===== src/tsw_consts.svh =====
`ifndef TSW_CONSTS_SVH
`define TSW_CONSTS_SVH

// ----------------------------------------
// Register byte offsets
// ----------------------------------------
`define TSW_OFS_CONTROL   4'h0
`define TSW_OFS_NOTIFY    4'h4
`define TSW_OFS_ALLOC     4'h8
`define TSW_OFS_MAPPED    4'hC

// ----------------------------------------
// Control word fields
// ----------------------------------------
`define TSW_CTL_DAILY     4
`define TSW_CTL_HISTORY   5
`define TSW_CTL_SCREEN    15
`define TSW_CTL_USED      16'h8030

// ----------------------------------------
// Notify word fields
// ----------------------------------------
`define TSW_NTF_PWERR     9
`define TSW_NTF_NUMERAL   11
`define TSW_NTF_SCREEN    12
`define TSW_NTF_RUN       15

// ----------------------------------------
// Allocation word fields and area remap
// ----------------------------------------
`define TSW_ALLOC_LINK    15
`define TSW_LINK_LAST     14'h00C7
`define TSW_CORE_BASE     14'h03E8

// ----------------------------------------
// Reset values and counts
// ----------------------------------------
`define TSW_RST_CONTROL   16'h8000
`define TSW_RST_WORD      16'h0000
`define TSW_PW_TRIES      2'h3

`endif


===== src/tsw_pkg.sv =====
package tsw_pkg;

  typedef struct packed {
    logic        read;
    logic        write;
    logic [3:0]  address;
    logic [31:0] writedata;
  } tsw_req_s;

  typedef struct packed {
    logic [31:0] readdata;
    logic        waitrequest;
  } tsw_rsp_s;

  typedef struct packed {
    logic run_mode;
    logic menu_shown;
    logic started;
    logic screen_changed;
    logic numeral_entered;
    logic password_fail;
    logic password_ok;
    logic key_pressed;
  } tsw_term_s;

  typedef struct packed {
    logic        backlight_on;
    logic        print_daily;
    logic        print_history;
    logic        notify_write;
    logic [15:0] notify_data;
    logic [13:0] notify_addr;
  } tsw_act_s;

  typedef enum logic [1:0] {
    TSW_IDLE,
    TSW_STARTED
  } tsw_phase_e;

endpackage


===== src/tsw_status_exchange.sv =====
`timescale 1ns/1ps
`include "tsw_consts.svh"

// Behaviour
// - Act only on control changes after startup
// - Bit 4 rising prints daily report once
// - Notify bit 15 set only in run
// - One host write reports the stop, then none while not running
// - Bit 12 strobes screen change until reported
// - Bit 11 strobes numeral entry until reported
// - Bit 9 after three failed passwords
// - Link addresses 0-199 map to 1000-1199
// - Notify word written on any change after startup, except once stop is reported
// - Bit 15 controls backlight, key relights
// - Bit 5 rising prints history once
module tsw_status_exchange (
  // Clock and reset
  input  wire logic            clock,
  input  wire logic            nrst,
  // Avalon-MM slave
  input  wire tsw_pkg::tsw_req_s bus_req,
  output tsw_pkg::tsw_rsp_s    bus_rsp,
  // Terminal status and events
  input  wire tsw_pkg::tsw_term_s term,
  // Terminal actions and host word write
  output tsw_pkg::tsw_act_s    act
);

  typedef struct packed {
    tsw_pkg::tsw_phase_e phase;
    logic [15:0]         control;
    logic [15:0]         seen;
    logic [15:0]         alloc;
    logic [15:0]         last_sent;
    logic [1:0]          pw_count;
    tsw_pkg::tsw_rsp_s   rsp;
    tsw_pkg::tsw_act_s   act;
  } tsw_state_s;

  tsw_state_s  state;
  tsw_state_s  next_state;
  logic        running;
  logic        flag_screen;
  logic        flag_numeral;
  logic        flag_pwerr;
  logic        pw_trip;
  logic [15:0] notify;
  logic [15:0] changed;
  logic [13:0] mapped;
  logic        clear_screen;
  logic        clear_numeral;
  logic        clear_pwerr;

  // ----------------------------------------
  // Status word and event flags
  // ----------------------------------------
  assign running = term.run_mode & ~term.menu_shown;
  assign pw_trip = term.password_fail && (state.pw_count == `TSW_PW_TRIES - 2'h1);

  // Only strobes carried by the last write are cleared, so an event at the write edge survives
  assign clear_screen  = state.act.notify_write & state.act.notify_data[`TSW_NTF_SCREEN];
  assign clear_numeral = state.act.notify_write & state.act.notify_data[`TSW_NTF_NUMERAL];
  assign clear_pwerr   = state.act.notify_write & state.act.notify_data[`TSW_NTF_PWERR];

  tsw_event_flag u_screen (
    .clock (clock),
    .nrst  (nrst),
    .set   (term.screen_changed),
    .clear (clear_screen),
    .flag  (flag_screen)
  );

  tsw_event_flag u_numeral (
    .clock (clock),
    .nrst  (nrst),
    .set   (term.numeral_entered),
    .clear (clear_numeral),
    .flag  (flag_numeral)
  );

  tsw_event_flag u_pwerr (
    .clock (clock),
    .nrst  (nrst),
    .set   (pw_trip),
    .clear (clear_pwerr),
    .flag  (flag_pwerr)
  );

  always_comb begin
    notify                 = `TSW_RST_WORD;
    notify[`TSW_NTF_RUN]     = running;
    notify[`TSW_NTF_SCREEN]  = flag_screen;
    notify[`TSW_NTF_NUMERAL] = flag_numeral;
    notify[`TSW_NTF_PWERR]   = flag_pwerr;
  end

  // ----------------------------------------
  // Host word address remap
  // ----------------------------------------
  always_comb begin
    mapped = state.alloc[13:0];
    if (state.alloc[`TSW_ALLOC_LINK] && state.alloc[13:0] <= `TSW_LINK_LAST) begin
      mapped = state.alloc[13:0] + `TSW_CORE_BASE;
    end
  end

  assign changed = state.control & ~state.seen & `TSW_CTL_USED;

  // ----------------------------------------
  // Next state
  // ----------------------------------------
  always_comb begin
    next_state                   = state;
    next_state.act.print_daily   = 1'b0;
    next_state.act.print_history = 1'b0;
    next_state.act.notify_write  = 1'b0;
    next_state.rsp.waitrequest   = 1'b1;
    next_state.act.notify_addr   = mapped;

    // Avalon slave: one wait cycle, then the access completes
    if ((bus_req.read || bus_req.write) && state.rsp.waitrequest) begin
      next_state.rsp.waitrequest = 1'b0;
      case (bus_req.address)
        `TSW_OFS_CONTROL: begin
          next_state.rsp.readdata = {16'h0000, state.control};
        end
        `TSW_OFS_NOTIFY: begin
          next_state.rsp.readdata = {16'h0000, notify};
        end
        `TSW_OFS_ALLOC: begin
          next_state.rsp.readdata = {16'h0000, state.alloc};
        end
        `TSW_OFS_MAPPED: begin
          next_state.rsp.readdata = {18'h00000, mapped};
        end
        default: begin
          next_state.rsp.readdata = 32'h00000000;
        end
      endcase
    end
    if (bus_req.write && !state.rsp.waitrequest) begin
      case (bus_req.address)
        `TSW_OFS_CONTROL: begin
          next_state.control = bus_req.writedata[15:0];
        end
        `TSW_OFS_ALLOC: begin
          next_state.alloc = bus_req.writedata[15:0];
        end
        default: begin
        end
      endcase
    end

    // Password failure run count
    if (term.password_ok) begin
      next_state.pw_count = 2'h0;
    end else if (term.password_fail) begin
      next_state.pw_count = pw_trip ? 2'h0 : state.pw_count + 2'h1;
    end

    // Control word edge handling
    case (state.phase)
      tsw_pkg::TSW_IDLE: begin
        next_state.seen = state.control;
        if (term.started) begin
          next_state.phase = tsw_pkg::TSW_STARTED;
        end
      end
      tsw_pkg::TSW_STARTED: begin
        if (running) begin
          next_state.seen = state.control;
          if (changed[`TSW_CTL_DAILY]) begin
            next_state.act.print_daily = 1'b1;
          end
          if (changed[`TSW_CTL_HISTORY]) begin
            next_state.act.print_history = 1'b1;
          end
          if (changed[`TSW_CTL_SCREEN]) begin
            next_state.act.backlight_on = 1'b1;
          end else if (state.seen[`TSW_CTL_SCREEN] && !state.control[`TSW_CTL_SCREEN]) begin
            next_state.act.backlight_on = 1'b0;
          end
        end
        if (notify != state.last_sent && !state.act.notify_write && term.started &&
            (running || state.last_sent[`TSW_NTF_RUN])) begin
          next_state.act.notify_write = 1'b1;
          next_state.act.notify_data  = notify;
          next_state.last_sent        = notify;
        end
      end
      default: begin
        next_state.phase = tsw_pkg::TSW_IDLE;
      end
    endcase
    if (term.key_pressed) begin
      next_state.act.backlight_on = 1'b1;
    end
  end

  // ----------------------------------------
  // State register
  // ----------------------------------------
  always_ff @(posedge clock or negedge nrst) begin
    if (!nrst) begin
      state                  <= '0;
      state.phase            <= tsw_pkg::TSW_IDLE;
      state.control          <= `TSW_RST_CONTROL;
      state.seen             <= `TSW_RST_CONTROL;
      state.rsp.waitrequest  <= 1'b1;
      state.act.backlight_on <= 1'b1;
    end else begin
      state <= next_state;
    end
  end

  assign bus_rsp = state.rsp;
  assign act     = state.act;

endmodule


===== src/tsw_event_flag.sv =====
`timescale 1ns/1ps

module tsw_event_flag (
  // Clock and reset
  input  wire logic clock,
  input  wire logic nrst,
  // Event and report
  input  wire logic set,
  input  wire logic clear,
  output logic      flag
);

  typedef struct packed {
    logic flag;
  } tsw_flag_s;

  tsw_flag_s state;
  tsw_flag_s next_state;

  // ----------------------------------------
  // Sticky flag, set wins over clear
  // ----------------------------------------
  always_comb begin
    next_state = state;
    if (set) begin
      next_state.flag = 1'b1;
    end else if (clear) begin
      next_state.flag = 1'b0;
    end
  end

  always_ff @(posedge clock or negedge nrst) begin
    if (!nrst) begin
      state <= '0;
    end else begin
      state <= next_state;
    end
  end

  assign flag = state.flag;

endmodule


===== config.mk =====
export PLATFORM = sky130hd
export DESIGN_NAME = tsw_status_exchange
export DESIGN_NICKNAME = d
export VERILOG_FILES = /design/src/tsw_pkg.sv /design/src/tsw_status_exchange.sv /design/src/tsw_event_flag.sv
export VERILOG_INCLUDE_DIRS = /design/src
export SDC_FILE = /design/constraint.sdc
export NUM_CORES = 1
export LEC_CHECK = 0
export ABC_CLOCK_PERIOD_IN_PS = 1800
export BUFFER_PORTS_ARGS = -buffer_cell sky130_fd_sc_hd__buf_4
export CORE_MARGIN = 3
export CORE_UTILIZATION = 49
export CTS_BUF_LIST = sky130_fd_sc_hd__clkbuf_2 sky130_fd_sc_hd__clkbuf_4 sky130_fd_sc_hd__clkbuf_8
export CTS_CLUSTER_DIAMETER = 200
export DETAILED_ROUTE_END_ITERATION = 8
export PLACE_DENSITY_LB_ADDON = 0.08
export SLEW_MARGIN = 0
export SYNTH_ARGS = -nofsm -noshare
export SYNTH_HDL_FRONTEND = slang
export SYNTH_HIERARCHICAL = 1
export SYNTH_SLANG_ARGS = --single-unit
export TNS_END_PERCENT = 10

===== constraint.sdc =====
create_clock -name clock -period 1.8 [get_ports clock]
set_input_delay 0.09 -clock clock [delete_from_list [all_inputs] [get_ports clock]]
set_output_delay 0.09 -clock clock [all_outputs]
set_load 0.02 [all_outputs]

==> results.txt, run 1 <==
ANT cells -> 0
largest net degree at the start of global routing -> 40
Async SR Flop Fraction -> 1.00
maximum VDD drop -> 0.000802 V
Clock Sink Count -> 80
routability-driven placement congestion ratio -> 0.851
Pwr Density -> 1130 nW/um^2
CTS tree -> done
fin nets -> 473
Final Hold Violating Endpoints -> 0
Synth cell types -> 49
Hold Crit Class -> in -> reg
die area -> 9320 sq um
Clock Latency Late Sink -> 0.34 ns
1st-iter DRT viols -> 45
H-tree depth -> 3
Num CTS Buffers -> 9
Post-Syn Area -> 4020 sq um
IO Port Bufs -> 70
initial antenna violation count -> 0
I/O pin count -> 115
WL final -> 7910 microns
leading area contributor after synthesis -> dfrtp_1
type of origin of the critical path -> flop
Area Overhead vs Synth -> 22.6%
Final min period -> 1.80 ns
outcome -> complete, no violations
Max-slew headroom -> 0.580
Final Setup Violations -> 0
Worst Path Arrival -> 2.08 ns
CTS clk-pin slew, worst paths -> 0.08 ns
Tot GR Track Use -> 0.185
DR vias -> 2627
Post-DRT Antenna Nets -> 0
DRT Pass-1 Iters -> 6
Site Rows -> 32
Yosys warnings -> 6
Seq/Total Area, Yosys -> 0.500
synth cell count leaders -> dfrtp_1 (76), buf_4 (69), mux2_2 (42), nand2_1 (19), o21ai_0 (14)
drt via density -> 4.96
Worst Reg-to-Reg Cells -> 5
MaxCap Viol Count -> 0
CP max FO -> 4
vias in the first global route -> 2646
WS Path Type -> reg -> reg
worst-case clock buffer depth -> 2
height of the die -> 96.5 microns
root cell of the clock tree -> clkbuf_8
FF+latch count, synth -> 80
Post-synth EDFFs -> 0
Slew @ Worst Pin -> 0.628 ns
Mapped Avg Cell Area -> 11.5 sq um
count leader, synth -> dfrtp_1
first-pass GRT wire length -> 13100 microns
setup_tns -> 0 ns
hold path cells -> 3
Avg WL per Cell -> 14.9 microns
leak pwr -> 2.39 nW
DPL Wire Length -> 5820 microns
Setup Skew -> 0.00835 ns
Synth Flop Type -> dfrtp_1
Fmax -> 556 MHz
Final Cycle Share -> 0.999
top-area cell type share of the netlist area -> 0.474
CP Capture Type -> flop
Worst EP required -> 2.09 ns
cells after synthesis -> 348
Slew Viols, Final -> 0
Die Wd -> 96.5 microns
total gr overflow -> 0
RSZ-0062 raised after global routing -> yes
layout cells sized above 1 -> 0.411
Initial Util -> 0.512
area of the core -> 7850 sq um
top cells by area, synth -> dfrtp_1 (47%), buf_4 (13%), mux2_2 (12%), dfstp_2 (2.6%), mux2i_1 (2.5%)
drc violations -> 0
hold slack -> 0.0246 ns
==> sequential cells by signal (all words and copies together) (netlist names) <==
name,cells
bus_rsp,17
state,42
u_screen/flag,1
u_pwerr/flag,1
u_numeral/flag,1
act,18
==> worst max-delay path, cell delays in order (launching register included) <==
cell and delay [ns]:
dfrtp_1 0.42, ha_2 0.21, or4_4 0.43, nor4_4 0.23, xor2_1 0.26, a31o_2 0.19
==> per-stage QoR <==
stage | util | power (W) | area, sq um | instances | setup WS, ns
finish | 0.628 | 0.00559 | 4930 | 530 | 0.00180
global route | 0.628 | 0.00591 | 4930 | 530 | -0.110
CTS | 0.621 | 0.00560 | 4870 | 528 | -0.00139
detailed placement | 0.560 | 0.00394 | 4400 | 489 | 0.0205
global placement | 0.560 | 0.00390 | 4400 | 489 | 0.0314
floorplan | - | 0.00356 | 4120 | 375 | 0.0505
==> logic make-up after synthesis <==
family,Yosys count,synth area share
buf+inv,89,0.150
xor+xnor,7,0.0153
fa+ha+maj,2,0.00623
flops,80,0.500
compound gates,46,0.0729
other cells,1,0.000934
simple gates,71,0.112
mux,52,0.143
==> where the power goes <==
part | internal [W] | switching (W) | leakage, nW | total (W)
registers | 0.00217 | 0.000252 | 1.02 | 0.00242
clock network | 0.000956 | 0.000648 | 0.125 | 0.00160
logic | 0.000795 | 0.000770 | 1.25 | 0.00156
==> routing by layer <==
layer  vias to the layer above  wire (microns)  global-route usage
met4                         0             166              0.0748
li1                       1265               -                   -
met5                         -               0                   0
met2                        70            3920               0.308
met3                        14             350              0.0287
met1                      1278            3470               0.242
==> final cells by class <==
cell class	instances	area, sq um
fill	675	2920
sequential	80	2010
multi-input combinational	206	1550
timing repair buffer	118	966
clock buffer	11	139
tap	102	128
clock inverter	5	104
inverter	8	30.0
==> cell usage in the layout (no fill, tap or decap), drive strengths merged, types with 3 or more instances in the layout <==
| cell | count |
|---|---|
| a21o | 3 |
| a21oi | 11 |
| a22oi | 6 |
| and2 | 4 |
| buf | 96 |
| bufinv | 3 |
| clkbuf | 11 |
| conb | 28 |
| dfrtp | 76 |
| dfstp | 4 |
| dlygate4sd3 | 22 |
| inv | 9 |
| mux2 | 42 |
| mux2i | 10 |
| nand2 | 19 |
| nand2b | 4 |
| nand3 | 3 |
| nand3b | 4 |
| nor2 | 12 |
| nor3 | 7 |
| nor3b | 3 |
| o21ai | 14 |
| o221ai | 3 |
| xor2 | 6 |
==> path summary, 6_finish.rpt <==
path | start | endpoint | slack [ns]
worst max-delay path | state[88] | bus_rsp[8] | 0.002
max in group asynchronous | nrst | bus_rsp[0] | 0.91
worst min register to register | state[87] | act[2] | 0.41
min in group asynchronous | nrst | act[11] | 0.26
worst min-delay path | term[2] | state[68] | 0.02
worst max register to register | state[88] | bus_rsp[8] | 0.002
==> timing repair <==
item                                   in CTS  in global routing
endpoints found under the hold margin      72                  0
resized for setup                           1                  8
hold buffers                               22                  0
setup endpoints to repair                   1                 11
pin swaps                                   1                  7
setup buffers                               1                  2
Power figures use the tool's default switching activity.
==> inputs of run 2 (changes only) <==
--- a/config.mk
+++ b/config.mk
@@ -13,7 +13,8 @@
 export CTS_BUF_LIST = sky130_fd_sc_hd__clkbuf_2 sky130_fd_sc_hd__clkbuf_4 sky130_fd_sc_hd__clkbuf_8
 export CTS_CLUSTER_DIAMETER = 200
 export DETAILED_ROUTE_END_ITERATION = 8
-export PLACE_DENSITY_LB_ADDON = 0.08
+export PLACE_DENSITY = 0.78
+export RECOVER_POWER = 25
 export SLEW_MARGIN = 0
 export SYNTH_ARGS = -nofsm -noshare
 export SYNTH_HDL_FRONTEND = slang
==> results.txt, run 2 (synthesized netlist as in run 1, its figures left out) <==
hold path start -> term[2]
fraction of power spent switching nets -> 0.309
leak pwr -> 2.35 nW
Clock Sink Count -> 80
R2R setup slack -> -0.002 ns
worst-case clock buffer depth -> 2
post-route setup slack -> -0.00156 ns
number of standard cells in the final layout excluding fillers -> 525
Post-DRT Antenna Nets -> 0
IO Port Bufs -> 70
drc violations -> 0
CP max FO -> 3
Clock power frac -> 0.264
DP Cell Count -> 485
first-pass GRT wire length -> 13000 microns
Slew @ Worst Pin -> 0.759 ns
total gr overflow -> 0
CTS clk-pin slew, worst paths -> 0.07 ns
Final Setup Violations -> 1
Site Rows -> 32
most frequent cells in the layout -> buf_4 (86), dfrtp_1 (76), mux2_2 (41)
Final Hold Violating Endpoints -> 0
drt via density -> 5.04
RSZ-0062 raised after global routing -> yes
FF-to-FF End -> bus_rsp[8]
MaxCap Viol Count -> 0
Comb pwr share -> 0.288
Worst Path Arrival -> 2.09 ns
Clock Latency Late Sink -> 0.35 ns
setup_tns -> -0.00156 ns
Slew Viols, Final -> 0
routability-driven placement congestion ratio -> 0.952
Fmax -> 555 MHz
1st-iter DRT viols -> 136
initial antenna violation count -> 0
area of the core -> 7850 sq um
DRT Pass-1 Iters -> 4
type of origin of the critical path -> flop
Max-slew headroom -> 0.494
DPL Wire Length -> 5770 microns
failing checks -> setup timing
FF-to-FF Start -> state[89]
fin nets -> 468
ANT cells -> 0
Die Wd -> 96.5 microns
Flop pwr share -> 0.449
Num CTS Buffers -> 9
height of the die -> 96.5 microns
Avg WL per Cell -> 15.4 microns
CTS tree -> done
Top reg by flops -> state
root cell of the clock tree -> clkbuf_8
I/O pin count -> 115
hold path cells -> 3
layout cells sized above 1 -> 0.407
commonest non-fill, non-tap cell in the layout -> buf_4
Area Overhead vs Synth -> 20.9%
Final Cycle Share -> 1.00
Initial Util -> 0.512
worst slack, placed -> 0.0301 ns
CP Capture Type -> flop
Worst EP required -> 2.08 ns
hold slack -> 0.0415 ns
largest net degree at the start of global routing -> 33
Hold Crit Class -> in -> reg
maximum VDD drop -> 0.000845 V
Tot GR Track Use -> 0.185
Pwr Density -> 1120 nW/um^2
WS Path Type -> reg -> reg
die area -> 9320 sq um
DR vias -> 2647
Final min period -> 1.80 ns
Psw -> 0.00168 W
vias in the first global route -> 2576
worst hold endpoint -> state[67]
outcome -> finished, violations left
WL final -> 8110 microns
fin util -> 0.619
Setup Skew -> 0.0143 ns
Largest register FFs -> 42
Worst Reg-to-Reg Cells -> 5
H-tree depth -> 3
Int Power -> 0.00375 W
[run 2: worst max path at each step]
stage	cells after the start	end	slack (ns)	start
3_5_place_dp	5	bus_rsp[8]	0.03	state[88]
3_3_place_gp	4	bus_rsp[5]	0.07	state[95]
6_report	5	bus_rsp[8]	-0.002	state[89]
5_1_grt	5	bus_rsp[8]	-0.04	state[89]
2_1_floorplan	4	bus_rsp[5]	0.05	state[95]
4_1_cts	5	bus_rsp[8]	0.001	state[88]
[run 2: final cells by class]
cell class / instances / area, sq um
Timing Repair Buffer: 113 / 911
Clock buffer: 14 / 186
Tap cell: 102 / 128
Clock inverter: 2 / 35.0
Fill cell: 631 / 2990
Sequential cell: 80 / 2010
Multi-Input combinational cell: 206 / 1560
Inverter: 8 / 30.0
[run 2: timing repair]
| action | CTS | global route |
|---|---|---|
| setup buffers | 0 | 2 |
| pin swaps | 3 | 9 |
| endpoints found under the hold margin | 68 | 0 |
| resized for setup | 2 | 10 |
| gates cloned | 0 | 0 |
| hold buffers | 22 | 0 |
| endpoints found under the setup margin | 2 | 6 |
[run 2: power by group through the flow]
stage	combinational, W	clock [W]	sequential (W)
final	0.00156	0.00143	0.00243
after global routing	0.00169	0.00153	0.00248
after CTS	0.00152	0.00144	0.00243
after detailed placement	0.00147	0	0.00246
after global placement	0.00143	0	0.00244
after floorplan	0.00117	0	0.00239
[run 2: critical path, cell delays in order (launching register included)]
cell and delay [ns]:
dfrtp_1 0.41, ha_2 0.20, or4_4 0.44, nor4_4 0.25
xor2_1 0.25, a31o_2 0.19
[run 2: metal layers]
metal | share of wire | vias up | global-route usage
met1 | 0.41 | 1298 | 0.235
met2 | 0.51 | 87 | 0.307
met4 | 0.017 | 0 | 0.0736
met3 | 0.056 | 13 | 0.0418
li1 | - | 1249 | -
met5 | 0 | - | 0
[run 2: through the flow]
stage | instance area [sq um] | total power, W
after floorplan | 4120 | 0.00356
after global placement | 4370 | 0.00387
after detailed placement | 4370 | 0.00393
after CTS | 4820 | 0.00539
after global routing | 4860 | 0.00570
final | 4860 | 0.00542
==> inputs of run 3 (changes only) <==
--- a/config.mk
+++ b/config.mk
@@ -15,6 +15,7 @@
 export DETAILED_ROUTE_END_ITERATION = 8
 export PLACE_DENSITY = 0.78
 export RECOVER_POWER = 25
+export REMOVE_ABC_BUFFERS = 1
 export SLEW_MARGIN = 0
 export SYNTH_ARGS = -nofsm -noshare
 export SYNTH_HDL_FRONTEND = slang
==> results.txt, run 3 (synthesized netlist as in run 1, its figures left out) <==
outcome -> finished, violations left
failing checks -> setup timing
Clock Latency Late Sink -> 0.35 ns
Top reg by flops -> state
routability-driven placement congestion ratio -> 0.901
1st-iter DRT viols -> 118
I/O pin count -> 115
Flop pwr share -> 0.449
fin nets -> 467
Final Hold Violating Endpoints -> 0
Site Rows -> 32
number of standard cells in the final layout excluding fillers -> 524
CTS clk-pin slew, worst paths -> 0.08 ns
DPL Wire Length -> 5800 microns
Initial Util -> 0.512
CTS tree -> done
Tot GR Track Use -> 0.178
drc violations -> 0
commonest non-fill, non-tap cell in the layout -> buf_4
most frequent cells in the layout -> buf_4 (87), dfrtp_1 (75), mux2_2 (42)
Clock Sink Count -> 80
Slew @ Worst Pin -> 0.948 ns
RSZ-0062 raised after global routing -> yes
Psw -> 0.00165 W
hold slack -> 0.0417 ns
post-route setup slack -> -0.00810 ns
IO Port Bufs -> 70
layout cells sized above 1 -> 0.398
die area -> 9320 sq um
Max-slew headroom -> 0.368
Post-DRT Antenna Nets -> 0
fraction of power spent switching nets -> 0.302
MaxCap Viol Count -> 0
root cell of the clock tree -> clkbuf_8
Pwr Density -> 1130 nW/um^2
largest net degree at the start of global routing -> 44
Avg WL per Cell -> 15.6 microns
Final Setup Violations -> 2
DR vias -> 2638
Worst EP required -> 2.08 ns
Worst Path Arrival -> 2.09 ns
CP Capture Type -> flop
worst-case clock buffer depth -> 2
vias in the first global route -> 2537
area of the core -> 7850 sq um
Final Cycle Share -> 1.00
Area Overhead vs Synth -> 20.7%
Clock power frac -> 0.276
Setup Skew -> 0.0109 ns
total gr overflow -> 0
CP max FO -> 7
Num CTS Buffers -> 9
Int Power -> 0.00381 W
Final min period -> 1.81 ns
Largest register FFs -> 42
Fmax -> 553 MHz
leak pwr -> 2.35 nW
DRT Pass-1 Iters -> 4
drt via density -> 5.03
H-tree depth -> 3
first-pass GRT wire length -> 12500 microns
type of origin of the critical path -> flop
height of the die -> 96.5 microns
Slew Viols, Final -> 0
initial antenna violation count -> 0
WS Path Type -> reg -> reg
WL final -> 8160 microns
DP Cell Count -> 486
Hold Crit Class -> in -> reg
Comb pwr share -> 0.275
maximum VDD drop -> 0.000460 V
Die Wd -> 96.5 microns
# Post-CTS Setup Buffers -> 0
ANT cells -> 0
-- run 3: worst max-delay path: stages (launching register included) --
cell and delay, ns:
dfrtp_2 0.46, ha_1 0.23, or4_4 0.45, nor4_4 0.23, xor2_1 0.21, a31o_2 0.17
-- run 3: cell type report --
type	count	area, sq um
clock buffers	13	166
well taps	102	128
clock inverters	3	65.1
repair buffers	112	918
inverters	8	30.0
multi-input cells	206	1530
fillers	623	3000
flip-flops and latches	80	2010
-- run 3: power by group through the flow --
stage	Clock, W	Sequential (W)	Combinational [W]
6_report	0.00150	0.00245	0.00150
4_1_cts	0.00152	0.00244	0.00149
3_5_place_dp	0	0.00247	0.00144
5_1_grt	0.00161	0.00249	0.00163
3_3_place_gp	0	0.00246	0.00141
2_1_floorplan	0	0.00263	0.000626
-- run 3: layer usage --
layer	up-vias	share of wire	wire (microns)	GRT usage
met5	-	0	0	0
met4	0	0.016	133	0.0689
met3	16	0.054	437	0.0434
met2	82	0.48	3940	0.280
met1	1297	0.45	3650	0.239
li1	1243	-	-	-
-- run 3: final timing paths --
check | from | to | slack (ns) | cells after the start
max | state[89] | bus_rsp[8] | -0.008 | 5
min | term[2] | state[68] | 0.04 | 3
max reg2reg | state[89] | bus_rsp[8] | -0.008 | 5
min reg2reg | state[87] | act[2] | 0.40 | 0
max in group asynchronous | nrst | state[67] | 0.64 | 3
min in group asynchronous | nrst | act[32] | 0.43 | 2
-- run 3: through the flow --
step	power [W]	utilization	area [sq um]	setup TNS, ns	setup WS (ns)
2_1_floorplan	0.00325	-	3540	-4.12	-0.367
3_3_place_gp	0.00387	0.557	4370	0	0.0542
3_5_place_dp	0.00391	0.557	4370	0	0.00887
4_1_cts	0.00545	0.615	4830	0	0.000649
5_1_grt	0.00573	0.618	4850	-0.211	-0.0759
6_report	0.00546	0.618	4850	-0.0111	-0.00810
-- run 3: repair_timing --
| action | in CTS | in global routing |
|---|---|---|
| gates resized for setup | 1 | 4 |
| hold buffers | 22 | 0 |
| pin swaps | 0 | 3 |
| endpoints found under the hold margin | 70 | 0 |
| setup endpoints to repair | 1 | 7 |
